File: config.mk
export PLATFORM = sky130hd
export DESIGN_NAME = pmc_power_mode_controller
export DESIGN_NICKNAME = d
export VERILOG_FILES = /design/src/logic/pmc_pkg.sv /design/src/logic/pmc_power_mode_controller.sv
export VERILOG_INCLUDE_DIRS = /design/src /design/src/logic
export SDC_FILE = /design/constraint.sdc
export NUM_CORES = 1
export LEC_CHECK = 0
export ABC_AREA = 1
export BUFFER_PORTS_ARGS = -buffer_cell sky130_fd_sc_hd__buf_2
export CAP_MARGIN = 15
export CORE_ASPECT_RATIO = 1.4
export CORE_MARGIN = 3
export CORE_UTILIZATION = 45
export CTS_BUF_LIST = sky130_fd_sc_hd__clkbuf_4 sky130_fd_sc_hd__clkbuf_8
export DETAILED_ROUTE_END_ITERATION = 8
export GPL_TIMING_DRIVEN = 0
export PLACE_DENSITY = 0.76
export SLEW_MARGIN = 0
export SYNTH_ARGS = -nofsm -noshare
export SYNTH_HDL_FRONTEND = slang
export SYNTH_SLANG_ARGS = --single-unit
File: constraint.sdc
create_clock -name clock -period 4.45 [get_ports clock]
set_clock_uncertainty 0.1 [all_clocks]
set_input_delay 0 -clock clock [delete_from_list [all_inputs] [get_ports clock]]
set_output_delay 0 -clock clock [all_outputs]
set_load 0.01 [all_outputs]
File: src/logic/pmc_params.svh
`ifndef PMC_PARAMS_SVH
`define PMC_PARAMS_SVH

// Bit positions in power_control_reg_a
`define PMC_PCA_IDLE_BIT      0
`define PMC_PCA_STOP_BIT      1
// Bit positions in power_control_reg_b
`define PMC_PCB_SUSPEND_BIT   0
`define PMC_PCB_SNOOZE_BIT    1
// Bit position of shutdown_select_bit in regulator_control_reg
`define PMC_REG_SHDN_SEL_BIT  0
// Reset values
`define PMC_PCA_RST           8'h00
`define PMC_PCB_RST           8'h00
`define PMC_REG_RST           8'h00
`define PMC_PERIPH_RST        8'h00
`define PMC_ANALOG_RST        4'h0
`define PMC_ON_RST            1'h1
`define PMC_OFF_RST           1'h0
`define PMC_PIN_SYNC_RST      2'h3
`define PMC_CMP_SYNC_RST      2'h0

`endif

File: src/logic/pmc_pkg.sv
package pmc_pkg;
    typedef enum logic [2:0] {
        PMC_NORMAL,
        PMC_IDLE,
        PMC_SUSPEND,
        PMC_SNOOZE,
        PMC_STOP,
        PMC_SHUTDOWN
    } pmc_mode_t;
    typedef logic [7:0] pmc_byte_t;
endpackage : pmc_pkg

File: src/logic/pmc_power_mode_controller.sv
// What this block does
// RULE1 - Gate clocks off to every digital peripheral not enabled for use.
// RULE2 - Software may disable each analog peripheral into a low-power state.
// RULE3 - Idle bit halts core, keeps peripherals clocked, any interrupt wakes.
// RULE4 - Waking from Idle, Suspend or Snooze resumes code, no restart.
// RULE5 - Software switches system clock to fast oscillator A before Suspend or Snooze.
// RULE6 - Suspend bit halts core and peripheral clocks, regulators at normal bias.
// RULE7 - Regulator bias stays normal during Suspend for fast wake.
// RULE8 - Snooze bit halts core and peripheral clocks just like Suspend.
// RULE9 - Snooze puts regulators into low bias current operation.
// RULE10 - Both fast oscillators stop in Suspend and Snooze.
// RULE11 - Timers three and four keep running from slow oscillator in Suspend/Snooze.
// RULE12 - Timer four, serial unit, two-wire slave, port match, comparator fall wake.
// RULE13 - Serial unit keeps working asleep and wakes core on a whole byte.
// RULE14 - Stop: select bit clear then stop bit; all internal power nets off.
// RULE15 - Stop is left only through reset; any reset source ends it.
// RULE16 - Shutdown: select bit set then stop bit; core regulator also off.
// RULE17 - Shutdown ends only on external reset pin or power-on reset.
// RULE18 - Stop/Shutdown keep 5 V regulator if enabled and hold pin states.
// RULE19 - Hardware clears Idle, Suspend and Snooze request bits on wake.
`include "pmc_params.svh"
`timescale 1ns/10ps
`default_nettype none

module pmc_power_mode_controller (
    input  wire logic              clock,
    input  wire logic              rst_b,
    input  wire logic              por_reset,
    input  wire logic              external_reset_pin_n,
    input  wire logic              other_reset,
    input  wire logic              pca_wr,
    input  wire pmc_pkg::pmc_byte_t pca_wdata,
    input  wire logic              pcb_wr,
    input  wire pmc_pkg::pmc_byte_t pcb_wdata,
    input  wire logic              reg_wr,
    input  wire pmc_pkg::pmc_byte_t reg_wdata,
    input  wire pmc_pkg::pmc_byte_t periph_enable,
    input  wire logic [3:0]        analog_enable,
    input  wire logic              vreg5_enable,
    input  wire logic              any_interrupt,
    input  wire logic              timer4_event,
    input  wire logic              ssu_byte_received,
    input  wire logic              two_wire_slave_activity,
    input  wire logic              port_match_event,
    input  wire logic              comparator0_out,
    output var  pmc_pkg::pmc_byte_t power_control_reg_a,
    output var  pmc_pkg::pmc_byte_t power_control_reg_b,
    output var  pmc_pkg::pmc_byte_t regulator_control_reg,
    output var  pmc_pkg::pmc_mode_t mode,
    output logic                   core_clock_en,
    output pmc_pkg::pmc_byte_t     periph_clock_en,
    output logic                   timer34_slow_clock_en,
    output logic                   ssu_clock_en,
    output logic [3:0]             analog_on,
    output logic                   fast_oscillator_a_en,
    output logic                   fast_oscillator_b_en,
    output logic                   regulator_low_bias,
    output logic                   core_regulator_en,
    output logic                   vreg5_on,
    output logic                   internal_power_en,
    output logic                   pin_hold,
    output logic                   wake_pulse
);
    import pmc_pkg::*;

    pmc_mode_t mode_ff;
    pmc_byte_t pca_ff;
    pmc_byte_t pcb_ff;
    pmc_byte_t reg_ff;
    pmc_byte_t periph_ff;
    logic [3:0] analog_ff;
    logic       vreg5_ff;
    logic       wake_ff;
    logic [1:0] pin_sync_ff;
    logic [1:0] cmp_sync_ff;
    logic       cmp_prev_ff;
    logic       deep_wake;
    logic       sleep_wake;
    logic       any_reset;
    logic       cmp_fall;
    pmc_mode_t  nxt_mode;
    pmc_byte_t  nxt_periph;
    logic [3:0] nxt_analog;
    logic       nxt_vreg5;
    logic       nxt_awake;
    logic       nxt_light;
    logic       nxt_deep;
    logic       core_clk_ff;
    pmc_byte_t  periph_clk_ff;
    logic       slow_clk_ff;
    logic       ssu_clk_ff;
    logic [3:0] analog_on_ff;
    logic       fast_a_ff;
    logic       fast_b_ff;
    logic       low_bias_ff;
    logic       core_reg_ff;
    logic       power_ff;
    logic       hold_ff;

    // Pin inputs cross two flip-flops before use
    always_ff @(posedge clock) begin
        if (!rst_b) begin
            pin_sync_ff <= `PMC_PIN_SYNC_RST;
            cmp_sync_ff <= `PMC_CMP_SYNC_RST;
            cmp_prev_ff <= `PMC_OFF_RST;
        end else begin
            pin_sync_ff <= {pin_sync_ff[0], external_reset_pin_n};
            cmp_sync_ff <= {cmp_sync_ff[0], comparator0_out};
            cmp_prev_ff <= cmp_sync_ff[1];
        end
    end

    assign cmp_fall = cmp_prev_ff & ~cmp_sync_ff[1];

    // RULE12 sleep wake sources
    // RULE13 byte received wakes core
    assign sleep_wake = timer4_event | ssu_byte_received | two_wire_slave_activity |
                        port_match_event | cmp_fall;
    // RULE17 pin or power-on only
    assign deep_wake  = por_reset | ~pin_sync_ff[1];
    // RULE15 any reset source ends Stop
    assign any_reset  = deep_wake | other_reset;

    // Mode sequencing; a wake from a light sleep only drops back to Normal
    always_comb begin
        nxt_mode = mode_ff;
        case (mode_ff)
            PMC_NORMAL: begin
                if (pca_wr && pca_wdata[`PMC_PCA_STOP_BIT]) begin
                    // RULE14 select clear gives Stop
                    // RULE16 select set gives Shutdown
                    nxt_mode = reg_ff[`PMC_REG_SHDN_SEL_BIT] ? PMC_SHUTDOWN : PMC_STOP;
                end else if (pca_wr && pca_wdata[`PMC_PCA_IDLE_BIT]) begin
                    // RULE3 enter Idle
                    nxt_mode = PMC_IDLE;
                end else if (pcb_wr && pcb_wdata[`PMC_PCB_SUSPEND_BIT]) begin
                    // RULE6 enter Suspend
                    nxt_mode = PMC_SUSPEND;
                end else if (pcb_wr && pcb_wdata[`PMC_PCB_SNOOZE_BIT]) begin
                    // RULE8 enter Snooze
                    nxt_mode = PMC_SNOOZE;
                end
            end
            PMC_IDLE: begin
                // RULE4 resume from halt point
                if (any_interrupt) begin
                    nxt_mode = PMC_NORMAL;
                end
            end
            PMC_SUSPEND, PMC_SNOOZE: begin
                // RULE4 resume from halt point
                if (sleep_wake) begin
                    nxt_mode = PMC_NORMAL;
                end
            end
            PMC_STOP: begin
                if (any_reset) begin
                    nxt_mode = PMC_NORMAL;
                end
            end
            PMC_SHUTDOWN: begin
                if (deep_wake) begin
                    nxt_mode = PMC_NORMAL;
                end
            end
            default: nxt_mode = PMC_NORMAL;
        endcase
    end

    always_ff @(posedge clock) begin
        if (!rst_b) begin
            mode_ff <= PMC_NORMAL;
        end else begin
            mode_ff <= nxt_mode;
        end
    end

    // Power control register A; the wake clear beats a same-cycle write
    always_ff @(posedge clock) begin
        if (!rst_b) begin
            pca_ff <= `PMC_PCA_RST;
        end else if (nxt_mode == PMC_NORMAL && mode_ff != PMC_NORMAL) begin
            // RULE19 self-clear on wake
            pca_ff <= `PMC_PCA_RST;
        end else if (pca_wr && mode_ff == PMC_NORMAL) begin
            pca_ff <= pca_wdata;
        end
    end

    always_ff @(posedge clock) begin
        if (!rst_b) begin
            pcb_ff <= `PMC_PCB_RST;
        end else if (nxt_mode == PMC_NORMAL && mode_ff != PMC_NORMAL) begin
            // RULE19 self-clear on wake
            pcb_ff <= `PMC_PCB_RST;
        end else if (pcb_wr && mode_ff == PMC_NORMAL) begin
            pcb_ff <= pcb_wdata;
        end
    end

    // Select bit lives in retained logic, so deep sleep keeps it
    always_ff @(posedge clock) begin
        if (!rst_b) begin
            reg_ff <= `PMC_REG_RST;
        end else if (reg_wr && mode_ff == PMC_NORMAL) begin
            reg_ff <= reg_wdata;
        end
    end

    // Enables follow their inputs only in Normal, so settings hold in Idle and in any sleep
    always_comb begin
        nxt_periph = periph_ff;
        nxt_analog = analog_ff;
        nxt_vreg5  = vreg5_ff;
        if (mode_ff == PMC_NORMAL) begin
            nxt_periph = periph_enable;
            nxt_analog = analog_enable;
            nxt_vreg5  = vreg5_enable;
        end
    end

    always_ff @(posedge clock) begin
        if (!rst_b) begin
            periph_ff <= `PMC_PERIPH_RST;
            analog_ff <= `PMC_ANALOG_RST;
            vreg5_ff  <= `PMC_OFF_RST;
        end else begin
            periph_ff <= nxt_periph;
            analog_ff <= nxt_analog;
            vreg5_ff  <= nxt_vreg5;
        end
    end

    always_ff @(posedge clock) begin
        if (!rst_b) begin
            wake_ff <= `PMC_OFF_RST;
        end else begin
            wake_ff <= (nxt_mode == PMC_NORMAL) && (mode_ff != PMC_NORMAL);
        end
    end

    assign power_control_reg_a   = pca_ff;
    assign power_control_reg_b   = pcb_ff;
    assign regulator_control_reg = reg_ff;
    assign mode                  = mode_ff;
    assign wake_pulse            = wake_ff;

    // Outputs decode the next mode and are registered, so they change on the same edge as mode
    assign nxt_awake = (nxt_mode == PMC_NORMAL) || (nxt_mode == PMC_IDLE);
    assign nxt_light = (nxt_mode == PMC_SUSPEND) || (nxt_mode == PMC_SNOOZE);
    assign nxt_deep  = (nxt_mode == PMC_STOP) || (nxt_mode == PMC_SHUTDOWN);

    // RULE3 core halted in Idle
    always_ff @(posedge clock) begin
        if (!rst_b) begin
            core_clk_ff <= `PMC_ON_RST;
        end else begin
            core_clk_ff <= (nxt_mode == PMC_NORMAL);
        end
    end

    // RULE1 gate unused peripherals
    // RULE6 peripheral clocks halted
    always_ff @(posedge clock) begin
        if (!rst_b) begin
            periph_clk_ff <= `PMC_PERIPH_RST;
        end else if (nxt_awake) begin
            periph_clk_ff <= nxt_periph;
        end else begin
            periph_clk_ff <= 8'h00;
        end
    end

    // RULE11 slow clock to timers
    // RULE13 serial unit stays alive
    always_ff @(posedge clock) begin
        if (!rst_b) begin
            slow_clk_ff <= `PMC_ON_RST;
            ssu_clk_ff  <= `PMC_ON_RST;
        end else begin
            slow_clk_ff <= ~nxt_deep;
            ssu_clk_ff  <= ~nxt_deep;
        end
    end

    // RULE2 analog off by software
    always_ff @(posedge clock) begin
        if (!rst_b) begin
            analog_on_ff <= `PMC_ANALOG_RST;
        end else if (nxt_deep) begin
            analog_on_ff <= 4'h0;
        end else begin
            analog_on_ff <= nxt_analog;
        end
    end

    // RULE10 fast oscillators stopped
    always_ff @(posedge clock) begin
        if (!rst_b) begin
            fast_a_ff <= `PMC_ON_RST;
            fast_b_ff <= `PMC_ON_RST;
        end else begin
            fast_a_ff <= ~(nxt_light | nxt_deep);
            fast_b_ff <= ~(nxt_light | nxt_deep);
        end
    end

    // Suspend keeps normal bias, trading sleep current for a quick wake
    // RULE7 normal bias in Suspend
    // RULE9 low bias in Snooze
    // RULE16 core regulator off
    always_ff @(posedge clock) begin
        if (!rst_b) begin
            low_bias_ff <= `PMC_OFF_RST;
            core_reg_ff <= `PMC_ON_RST;
        end else begin
            low_bias_ff <= (nxt_mode == PMC_SNOOZE);
            core_reg_ff <= (nxt_mode != PMC_SHUTDOWN);
        end
    end

    // RULE14 internal power nets off
    // RULE18 hold pins and 5 V rail
    always_ff @(posedge clock) begin
        if (!rst_b) begin
            power_ff <= `PMC_ON_RST;
            hold_ff  <= `PMC_OFF_RST;
        end else begin
            power_ff <= ~nxt_deep;
            hold_ff  <= nxt_deep;
        end
    end

    assign core_clock_en         = core_clk_ff;
    assign periph_clock_en       = periph_clk_ff;
    assign timer34_slow_clock_en = slow_clk_ff;
    assign ssu_clock_en          = ssu_clk_ff;
    assign analog_on             = analog_on_ff;
    assign fast_oscillator_a_en  = fast_a_ff;
    assign fast_oscillator_b_en  = fast_b_ff;
    assign regulator_low_bias    = low_bias_ff;
    assign core_regulator_en     = core_reg_ff;
    assign internal_power_en     = power_ff;
    assign pin_hold              = hold_ff;
    assign vreg5_on              = vreg5_ff;

endmodule : pmc_power_mode_controller

`default_nettype wire

---- Word-level counts from Yosys, hierarchy flattened ----
Cells that the tools add are included.
word-level totals
  memories ................................ 0
  flip-flop bits (word level) ............. 64
  memory bits (writable) .................. 0
  bits in read-only memories .............. 0
  latch bits .............................. 0
cells by class
  reductions and logical operators ........ 18
  multipliers ............................. 0
  bitwise gates (word level) .............. 13
  mux-type cells .......................... 12
  divide/modulo/power cells ............... 0
  add/sub/neg operators ................... 0
  shift operators ......................... 0
  equal/unequal tests ..................... 11
  $lt $le $gt $ge ......................... 0
operator list
  kind                  number
  $mux W3               8
  $pmux W3 S5           1
  $eq A3 B2 Y1 const B  4
  $eq A3 B3 Y1 const B  4
  $logic_and A1 B1 Y1   8
  $mux W8               1
  $or A1 B1 Y1          7
  $eq A3 B1 Y1 const B  2
  $logic_not A3 Y1      2
  $reduce_or A2 Y1      3
  $not A1 Y1            5
  $mux W4               1
  $logic_or A1 B1 Y1    3
  $ne A3 B3 Y1 const B  1
  $reduce_bool A3 Y1    1
  $reduce_and A2 Y1     1
  $and A1 B1 Y1         1
  $mux W1               1

---- Logic depth before layout (Yosys ltp) ----
Gate-level depths: netlist of the first run.
  depth in word-level cells ............... 10
  gate-level depth with buffers ........... 12

---- Least setup slack after synthesis of the first run ----
Ideal clock, no wire load.
  path type ............................... reg-to-reg
  start point ............................. register mode_ff[0], in the netlist mode[0]
  end point ............................... register pca_ff[0], in the netlist power_control_reg_a[0]
  library setup time ...................... 0.117 ns
  stages on the path, launching flop included .. 12
  setup slack ............................. 2.877 ns
  required time ........................... 4.233 ns
  data arrival time ....................... 1.357 ns
  cells stage by stage .................... dfxtp_1 > inv_2 > nand3_2 > buf_6 > nor2_1 > nand2_1 > nand2_1 > nor2_2 > nand3_2 > nand2_4 > buf_8 > nor2_2
between the ends
  word-level cells in the longest chain between the ends .. 8
  elaborated cells on any way between the ends .. 21
  those cells by class .................... eq/ne (5); mux (9); reduce/logical (7)
RTL lines
  element                     line                              source
  start, declared             pmc_power_mode_controller.sv:66   pmc_mode_t mode_ff;
  start signal, assigned      pmc_power_mode_controller.sv:174  mode_ff <= nxt_mode;
  $mux W3                     pmc_power_mode_controller.sv:139  end else if (pcb_wr && pcb_wdata[`PMC_PCB_SNOOZE_BIT]) begin
  $mux W3                     pmc_power_mode_controller.sv:136  end else if (pcb_wr && pcb_wdata[`PMC_PCB_SUSPEND_BIT]) begin
  $mux W3                     pmc_power_mode_controller.sv:133  end else if (pca_wr && pca_wdata[`PMC_PCA_IDLE_BIT]) begin
  $mux W3                     pmc_power_mode_controller.sv:129  if (pca_wr && pca_wdata[`PMC_PCA_STOP_BIT]) begin
  $pmux W3 S5                 pmc_power_mode_controller.sv:127  case (mode_ff)
  $logic_not A3 Y1            pmc_power_mode_controller.sv:182  end else if (nxt_mode == PMC_NORMAL && mode_ff != PMC_NORMAL) begin
  $logic_and A1 B1 Y1         pmc_power_mode_controller.sv:182
  $reduce_or A2 Y1 (no line)  n/a
  end signal, assigned        pmc_power_mode_controller.sv:181  pca_ff <= `PMC_PCA_RST;
  end signal, assigned        pmc_power_mode_controller.sv:184  pca_ff <= `PMC_PCA_RST;
  end signal, assigned        pmc_power_mode_controller.sv:186  pca_ff <= pca_wdata;
  end, declared               pmc_power_mode_controller.sv:67   pmc_byte_t pca_ff;
Several ways; a longest one is shown, not always the timed one.
A chain may end at the register's enable or synchronous reset.

---- Worst setup path in the final report of the first run ----
  start point ............................. register mode_ff[0], in the netlist mode[0]
  end point ............................... register reg_ff[1], in the netlist regulator_control_reg[1]
between the ends
  word-level cells in the longest chain between the ends .. 2
RTL lines
  element               line                              source
  $logic_not A3 Y1      pmc_power_mode_controller.sv:205  end else if (reg_wr && mode_ff == PMC_NORMAL) begin
  $logic_and A1 B1 Y1   pmc_power_mode_controller.sv:205
  end signal, assigned  pmc_power_mode_controller.sv:204  reg_ff <= `PMC_REG_RST;
  end signal, assigned  pmc_power_mode_controller.sv:206  reg_ff <= reg_wdata;
  end, declared         pmc_power_mode_controller.sv:69   pmc_byte_t reg_ff;
No other way between the ends.

==> reports/qor.yml, run 1 <==
status:
  status: "completed"
flow_run:
  drv_cap: 0
clock_network:
  clockBufferDepth: 2
  htree_num_levels: 3
  cts_tree: "done"
  cts_setup_buffers: 0
  clk_latency_ns: 0.34
  cts_buffers: 9
  cts_sinks: 64
  cts_resized: 0
  cts-root-buf: "clkbuf_8"
  path_clk_slew_ns: 0.07
setup_path:
  critical_path_peak_fanout: 10
  crit_family: "buffers and inverters"
  cp_data_arrival_time_ns: 2.27
  critPathCaptureType: "register"
  critPathBufInv: 5
  path_cells: "inv_2, nand3_2, buf_6, clkinv_1, buf_2, nand3_1, dlygate4sd3_1, a21oi_1"
  cp.required_ns: 4.56
  slowest_stage: "dlygate4sd3_1"
  crit_type: "register to register"
  startpoint_type: "register"
  cpPeakStageDelay_ns: 0.56
timing:
  finalSetupTns_ns: 0
  rsz0062_at_grt: "false"
  tightest_slew_ns: 0.487
  maxSlewViolCount: 0
  hold_viol: 0
  min_period_ns: 2.15
  finalSetupViolCount: 0
  period_share_pct: 48.4
  slew_headroom_pct: 67.2
  fmax_mhz: 464
synthesis:
  synth_warnings: 0
  ys_types: 22
  synth_seq_area_share_pct: 54.9
  syn_inst: 284
  syn_area_sq_um: 2330
  synth_seq_cells: 64
  avgSynthCellArea_sq_um: 8.22
  synth_nets: 335
die:
  rows: 30
  die_w_microns: 66.9
  coreArea_sq_um: 4920
  ioPinCount: 101
  chipHeight_microns: 91.2
  initial_core_util_pct: 47.5
  die_area_sq_um: 6100
placement:
  place_hpwl_microns: 3950
  place_congestion: 0.765
  port_buffers: 98
power_and_ir_drop:
  net-switching-power_mw: 0.385
  power.leakage_nw: 1.83
  max-vdd-ir-drop_mv: 0.321
  p_seq_share_pct: 43.7
  clkPwrFrac_pct: 37.2
  p_comb_share_pct: 19.2
  intPower_mw: 1.08
  p_sw_share_pct: 26.4
  power.density_nw_per_um2: 404
layout:
  fillers: 358
  utilization_pct: 73.6
  final_cell_mix: "buf_2 (101), nand2_1 (65), dfxtp_1 (64)"
  drive_gt1_share_pct: 32.1
  fin_nets: 493
  layout_commonest_cell: "buf_2"
  area_growth_pct: 54.9
detailed_routing:
  ant_nets: 0
  routed_wl_microns: 6070
  routedWlPerCell_microns: 11.9
  firstDrtPassIters: 4
  vias_per_cell: 4.49
  drc_errors: 0
  vias: 2296
  drt-initial-drc-count: 101
global_route:
  overflow: 0
  grtUsageMet3_pct: 7.18
  grt_pass1_wl_microns: 9920
  grt_use_met2_pct: 36.7
  grt_start_max_net_pins: 12
  busiest_layer: "met2"
  grt_pass1_vias: 2338
  antenna_found_initial: 0
  grt_use_total_pct: 21.4
  use_met1_pct: 21.7
hold_path:
  hold_path.class: "input port to register"
-- synth_stat cells --
cell type | count | area [sq um]
nand2_4 | 1 | 11.3
buf_2 | 3 | 15.0
buf_8 | 1 | 15.0
inv_2 | 3 | 11.3
buf_1 | 1 | 3.75
dfxtp_1 | 64 | 1280
clkbuf_1 | 3 | 11.3
clkinv_1 | 2 | 7.51
nand2_1 | 65 | 244
buf_6 | 1 | 11.3
or2_2 | 2 | 12.5
buf_4 | 3 | 22.5
mux2i_1 | 15 | 150
nand2_2 | 1 | 6.26
inv_1 | 25 | 93.8
nand3_1 | 17 | 85.1
o21ai_0 | 4 | 20.0
nand4_1 | 1 | 6.26
nand3_2 | 2 | 20.0
a21oi_1 | 9 | 45.0
nor2_1 | 48 | 180
nor2_2 | 13 | 81.3
-- routing by layer --
layer,routed length [microns],vias to the layer above
met1,2390,1015
met2,3030,76
met3,455,19
met4,184,0
met5,0,-
li1,-,1186
-- path summary, 6_finish.rpt --
path	start	to	slack, ns	cells past startpoint
max	mode[0]	regulator_control_reg[1]	2.30	8
min	pca_wdata[1]	power_control_reg_a[1]	0.004	5
max reg2reg	mode[0]	regulator_control_reg[1]	2.30	8
min reg2reg	cmp_sync_ff[0]	cmp_sync_ff[1]	0.32	2
-- layout make-up --
| cell class | count | area (sq um) | share of cell area, % |
|---|---|---|---|
| antenna | 1 | 2.50 | 0.0692 |
| buffer | 12 | 78.8 | 2.18 |
| clock buffer | 10 | 138 | 3.80 |
| clock inverter | 5 | 81.3 | 2.25 |
| inverter | 30 | 113 | 3.11 |
| multi-input combinational | 178 | 862 | 23.8 |
| sequential | 64 | 1280 | 35.4 |
| tap | 64 | 80.1 | 2.21 |
| timing repair buffer | 147 | 981 | 27.1 |
-- worst min-delay path, delay by kind of cell --
family	cells	cell delay (ns)
simple gates	2	0.14
buf+inv	2	0.16
compound gates	1	0.09
-- cell families (layout without fill, tap and decap cells) --
family,count (synthesis),count (layout),synth area share (%)
simple gates,150,150,27.7
flops,64,64,54.9
buf+inv,42,204,8.20
mux,15,15,6.43
compound gates,13,13,2.79
other cells,0,1,0
-- power groups by stage --
stage / clock, mW / sequential (mW) / combinational (mW)
3_3_place_gp: 0 / 0.649 / 0.240
6_report: 0.543 / 0.639 / 0.281
5_1_grt: 0.578 / 0.643 / 0.312
2_1_floorplan: 0 / 0.668 / 0.138
4_1_cts: 0.553 / 0.639 / 0.280
3_5_place_dp: 0 / 0.651 / 0.245
-- timing repair --
| action | 4_1_cts | 5_1_grt |
|---|---|---|
| setup endpoints to repair | 0 | 0 |
| endpoints found under the hold margin | 54 | 0 |
| hold buffers | 49 | 0 |
-- stage by stage --
stage | setup WS (ns) | total power, mW | cells | area (sq um) | hold slack [ns]
2_1_floorplan | 2.88 | 0.807 | 284 | 2330 | -0.00237
3_3_place_gp | 2.76 | 0.890 | 446 | 2910 | 0.0882
5_1_grt | 2.17 | 1.53 | 510 | 3610 | 0.0297
4_1_cts | 2.30 | 1.47 | 510 | 3610 | 0.000597
6_report | 2.30 | 1.46 | 511 | 3620 | 0.00389
3_5_place_dp | 2.74 | 0.896 | 446 | 2910 | 0.0886
Power figures use the tool's default switching activity.
==> run 2, diff against run 1 <==
--- a/config.mk
+++ b/config.mk
@@ -11,11 +11,11 @@
 export CAP_MARGIN = 15
 export CORE_ASPECT_RATIO = 1.4
 export CORE_MARGIN = 3
-export CORE_UTILIZATION = 45
+export CORE_UTILIZATION = 44
 export CTS_BUF_LIST = sky130_fd_sc_hd__clkbuf_4 sky130_fd_sc_hd__clkbuf_8
 export DETAILED_ROUTE_END_ITERATION = 8
 export GPL_TIMING_DRIVEN = 0
-export PLACE_DENSITY = 0.76
+export PLACE_DENSITY = 0.78
 export SLEW_MARGIN = 0
 export SYNTH_ARGS = -nofsm -noshare
 export SYNTH_HDL_FRONTEND = slang
==> constraint.sdc (replaced) <==
create_clock -name clock -period 1.7 [get_ports clock]
set_clock_uncertainty 0.1 [all_clocks]
set_input_delay 0 -clock clock [delete_from_list [all_inputs] [get_ports clock]]
set_output_delay 0 -clock clock [all_outputs]
set_load 0.01 [all_outputs]
==> run 2 against run 1 <==
Net effect:
- utilization shrank 0.45 points
- wire length up 0.38%
- cell area increased by 0.90%
- flip-flop and latch count stayed put
- register-to-register slack got worse by 2.2 ns
- worst setup slack worse by 2.2 ns
- count of clock-buffer cells in the layout is 1 higher
- first-iteration DRC count is 52% lower
- clock power is 140% higher
- die area is 2.1% higher
- sequential power rose to 2.6 times the previous value
- power rose to 2.6 times the previous value
==> reports/qor.yml, run 2 (same netlist as run 1, synthesis figures left out) <==
timing:
  finalSetupViolCount: 0
  tightest_slew_ns: 0.490
  period_share_pct: 93.1
  fmax_mhz: 632
  finalSetupTns_ns: 0
  hold_viol: 0
  slew_headroom_pct: 67.3
  min_period_ns: 1.58
  maxSlewViolCount: 0
detailed_routing:
  drt-initial-drc-count: 48
  routed_wl_microns: 6090
  vias_per_cell: 4.44
  ant_nets: 0
  routedWlPerCell_microns: 11.9
  drc_errors: 0
  vias: 2262
  firstDrtPassIters: 4
layout:
  area_growth_pct: 56.3
  drive_gt1_share_pct: 35.4
  final_area_sq_um: 3650
  final_cell_mix: "buf_2 (101), nand2_1 (61), dfxtp_1 (61)"
  antenna_cells: 0
  layout.cells.non_filler: 510
  layout_commonest_cell: "buf_2"
  fin_nets: 492
  utilization_pct: 73.1
clock_network:
  clockBufferDepth: 2
  htree_num_levels: 3
  cts_sinks: 64
  cts-root-buf: "clkbuf_8"
  path_clk_slew_ns: 0.07
  cts_tree: "done"
  clk_latency_ns: 0.33
  cts_buffers: 9
placement:
  place_hpwl_microns: 3950
  place_area_sq_um: 2910
  port_buffers: 98
  place_inst: 446
  place_congestion: 0.765
setup_path:
  cp.required_ns: 1.82
  reg2reg_from: "mode[0]"
  critPathCaptureType: "register"
  cp-startpoint: "mode[0]"
  reg2reg_to: "power_control_reg_b[1]"
  critical_path_peak_fanout: 10
  crit_path_end: "power_control_reg_b[1]"
  cp_data_arrival_time_ns: 1.70
  rrSetupSlack_ns: 0.12
  ff2ff_path_depth: 11
  crit_type: "register to register"
  startpoint_type: "register"
die:
  rows: 30
  die_area_sq_um: 6230
  ioPinCount: 101
  initial_core_util_pct: 46.8
  chipHeight_microns: 92.2
  die_w_microns: 67.6
  coreArea_sq_um: 4990
global_route:
  grt_pass1_vias: 2148
  overflow: 0
  antenna_found_initial: 0
  grt_start_max_net_pins: 12
  grt_use_total_pct: 20.1
  grt_pass1_wl_microns: 9350
status:
  status: "completed"
power_and_ir_drop:
  max-vdd-ir-drop_mv: 0.713
  power.density_nw_per_um2: 1030
  power.leakage_nw: 1.85
flow_run:
  drv_cap: 0
hold_path:
  hold_path.class: "input port to register"
  holdPathStages: 4
[run 2: cell count changes in the layout (fill, tap and decap cells not counted), sizes merged]
cell and delta:
diode -1, bufinv -1, clkbuf +1, clkinvlp +1, dlygate4sd3 -5, buf +4
[run 2: per-layer routing]
layer  track usage [%]  wire [microns]  vias up
li1                  -               -     1184
met1              20.6            2420     1003
met2              34.8            3120       66
met3              7.97             448        9
met4              8.63             104        0
met5                 0               0        -
[run 2: worst min-delay path by stage]
stage | from | slack (ns) | to
finish | pca_wdata[1] | 0.03 | core_regulator_en
global route | pca_wdata[1] | 0.06 | core_regulator_en
CTS | pca_wdata[1] | 0.005 | power_control_reg_a[1]
detailed placement | comparator0_out | 0.09 | cmp_sync_ff[0]
global placement | comparator0_out | 0.09 | cmp_sync_ff[0]
floorplan | comparator0_out | -0.002 | cmp_sync_ff[0]
[run 2: timing repair]
action | in CTS | in global routing
pin swaps | 0 | 2
endpoints found under the hold margin | 55 | 0
hold buffers | 44 | 0
gates resized for setup | 4 | 17
buffers inserted | 2 | 2
endpoints found under the setup margin | 11 | 34
[run 2: power breakdown]
| group | internal, mW | switching, mW | total (mW) |
|---|---|---|---|
| registers | 1.63 | 0.0497 | 1.68 |
| logic | 0.367 | 0.415 | 0.782 |
| clock network | 0.730 | 0.563 | 1.29 |
[run 2: area by class of cell]
| class | instances | area (sq um) |
|---|---|---|
| fillers | 399 | 1340 |
| clock inverters | 5 | 56.3 |
| flip-flops and latches | 64 | 1280 |
| repair buffers | 146 | 961 |
| inverters | 30 | 121 |
| clock buffers | 11 | 145 |
| well taps | 64 | 80.1 |
| plain buffers | 12 | 87.6 |
| multi-input cells | 178 | 913 |
[run 2: worst max-delay path, cell delays in order (launching register included)]
cell and delay, ns:
dfxtp_2 0.38, inv_4 0.06, nand3_4 0.09, buf_8 0.13, nor2_1 0.04, nand2_1 0.08, nand2_2 0.07, nor2_4 0.15
nand3_4 0.10, nand2_4 0.09, buf_12 0.15, nor2_2 0.03
[run 2: per-stage QoR]
stage	hold WS, ns	setup WS [ns]	total power [mW]
2_1_floorplan	-0.00237	0.127	2.11
3_3_place_gp	0.0860	0.0214	2.33
3_5_place_dp	0.0948	-0.00561	2.34
4_1_cts	0.00535	0.0113	3.74
5_1_grt	0.0585	-0.00358	3.94
6_report	0.0342	0.117	3.75
==> run 3, diff against run 2 <==
--- a/config.mk
+++ b/config.mk
@@ -6,7 +6,6 @@
 export SDC_FILE = /design/constraint.sdc
 export NUM_CORES = 1
 export LEC_CHECK = 0
-export ABC_AREA = 1
 export BUFFER_PORTS_ARGS = -buffer_cell sky130_fd_sc_hd__buf_2
 export CAP_MARGIN = 15
 export CORE_ASPECT_RATIO = 1.4
==> run 3 against run 2 <==
Net effect:
- worst hold slack worse by 0.0079 ns
- wire length is 6.2% higher
- final cell count is 8.6% lower
==> reports/qor.yml, run 3 <==
status:
  status: "completed"
layout:
  drive_gt1_share_pct: 39.8
  fin_nets: 451
  antenna_cells: 0
  utilization_pct: 72.2
  layout_commonest_cell: "buf_2"
  final_cell_mix: "buf_2 (100), dfxtp_1 (61), nand2_1 (52)"
  final_area_sq_um: 3630
  area_growth_pct: 53.5
  layout.cells.non_filler: 466
timing:
  hold_viol: 0
  maxSlewViolCount: 0
  finalSetupViolCount: 0
  period_share_pct: 96.1
  min_period_ns: 1.63
  slew_headroom_pct: 64.3
  fmax_mhz: 612
  tightest_slew_ns: 0.536
global_route:
  grt_start_max_net_pins: 11
  grt_use_total_pct: 21.3
  overflow: 0
  antenna_found_initial: 0
  grt_pass1_vias: 2273
  grt_pass1_wl_microns: 10100
power_and_ir_drop:
  max-vdd-ir-drop_mv: 0.832
  power.leakage_nw: 1.70
  power.density_nw_per_um2: 1010
synthesis:
  synth_warnings: 0
  yosysMostFrequentCell: "dfxtp_1"
  avgSynthCellArea_sq_um: 9.89
  synth_seq_area_share_pct: 54.2
  synth_seq_cells: 64
  synth_nets: 290
  yosys.area.top_type: "dfxtp_1"
  async_flop_share_pct: 0
  ys_types: 41
  syn_area_sq_um: 2360
  synth_edf_count: 0
  synth_largest_type_area_fraction_pct: 54.2
  syn_inst: 239
  synthFlopType: "dfxtp_1"
  synthTopCellsByArea: "dfxtp_1 (54%), nand2_1 (8.3%), mux2i_1 (5.5%), a21oi_2 (3.7%), a21oi_1 (3.4%)"
  synth_common_cells: "dfxtp_1 (64), nand2_1 (52), a21oi_1 (16)"
clock_network:
  clk_latency_ns: 0.32
  cts-root-buf: "clkbuf_8"
  path_clk_slew_ns: 0.06
  htree_num_levels: 3
  clockBufferDepth: 2
  cts_tree: "done"
  cts_sinks: 64
  cts_buffers: 9
detailed_routing:
  vias_per_cell: 4.79
  drc_errors: 0
  routedWlPerCell_microns: 13.9
  ant_nets: 0
  drt-initial-drc-count: 85
  vias: 2233
  routed_wl_microns: 6470
  firstDrtPassIters: 4
placement:
  place_congestion: 0.678
  port_buffers: 99
  place_inst: 402
  place_hpwl_microns: 4080
  place_area_sq_um: 2940
die:
  ioPinCount: 101
  rows: 30
  coreArea_sq_um: 5030
  initial_core_util_pct: 47.0
  die_area_sq_um: 6300
  chipHeight_microns: 92.7
  die_w_microns: 68.0
setup_path:
  crit_type: "register to register"
  cp_data_arrival_time_ns: 1.79
  critical_path_peak_fanout: 6
  critPathCaptureType: "register"
  startpoint_type: "register"
  cp.required_ns: 1.85
hold_path:
  hold_path.class: "input port to register"
flow_run:
  drv_cap: 0
run 3: changes by cell type in the layout (fill, tap and decap cells not counted), moves of 7 or more:
cell / before / now
nor2_1: 47 / 14
nand2_1: 61 / 52
inv_1: 25 / 3
nor3_1: 0 / 13
nor2_2: 11 / 0
nand3_1: 17 / 3
a21oi_1: 9 / 16
a21oi_2: 0 / 10
run 3: stage by stage:
step	setup slack (ns)	hold slack (ns)	setup TNS (ns)	power, mW
2_1_floorplan	0.00444	0.00147	0	2.18
3_3_place_gp	-0.141	0.0845	-2.38	2.42
3_5_place_dp	-0.188	0.0903	-4.04	2.43
4_1_cts	0.0428	0.0227	0	3.63
5_1_grt	-0.00851	0.0395	-0.00851	3.86
6_report	0.0668	0.0263	0	3.66
run 3: layout make-up:
cell class | count | area, sq um
inverters | 4 | 15.0
repair buffers | 152 | 1000
well taps | 64 | 80.1
clock inverters | 1 | 5.00
fillers | 380 | 1400
multi-input cells | 158 | 1000
plain buffers | 11 | 77.6
flip-flops and latches | 64 | 1290
clock buffers | 12 | 159
run 3: final timing paths:
| path | from | endpoint | slack (ns) | cells past startpoint |
|---|---|---|---|---|
| min reg2reg | pin_sync_ff[0] | pin_sync_ff[1] | 0.32 | 1 |
| max | pin_sync_ff[1] | power_control_reg_a[4] | 0.07 | 5 |
| max reg2reg | pin_sync_ff[1] | power_control_reg_a[4] | 0.07 | 5 |
| min | port_match_event | mode[1] | 0.03 | 4 |
run 3: critical path, stage by stage, from the launching register on:
cell	delay, ns
dfxtp_1	0.30
or2b_4	0.30
a2111oi_4	0.44
o41ai_4	0.12
buf_4	0.18
a21oi_1	0.12
run 3: timing repair:
action,in CTS,in global routing
pin swaps,4,3
hold buffers,43,0
hold endpoints to repair,60,0
setup endpoints to repair,42,38
setup buffers,5,5
gates resized for setup,2,7
gates cloned,0,0
run 3: logic make-up (layout without fill, tap and decap cells):
family / after synthesis / in the layout / synth area share, %
muxes: 13 / 13 / 5.50
buffers and inverters: 17 / 180 / 4.18
AOI/OAI and AO/OA: 41 / 41 / 14.4
and+or+nand+nor: 104 / 104 / 21.7
DFF: 64 / 64 / 54.2
run 3: report_power, final:
group	switching (mW)	internal, mW	total, mW
logic	0.438	0.414	0.852
registers	0.0639	1.64	1.70
clock network	0.504	0.598	1.10
run 3: layer usage:
metal	wire (microns)	GRT usage, %	up-vias
li1	-	-	1124
met2	3460	38.9	82
met1	2470	21.9	1023
met4	42	5.97	0
met5	0	0	-
met3	494	7.52	4
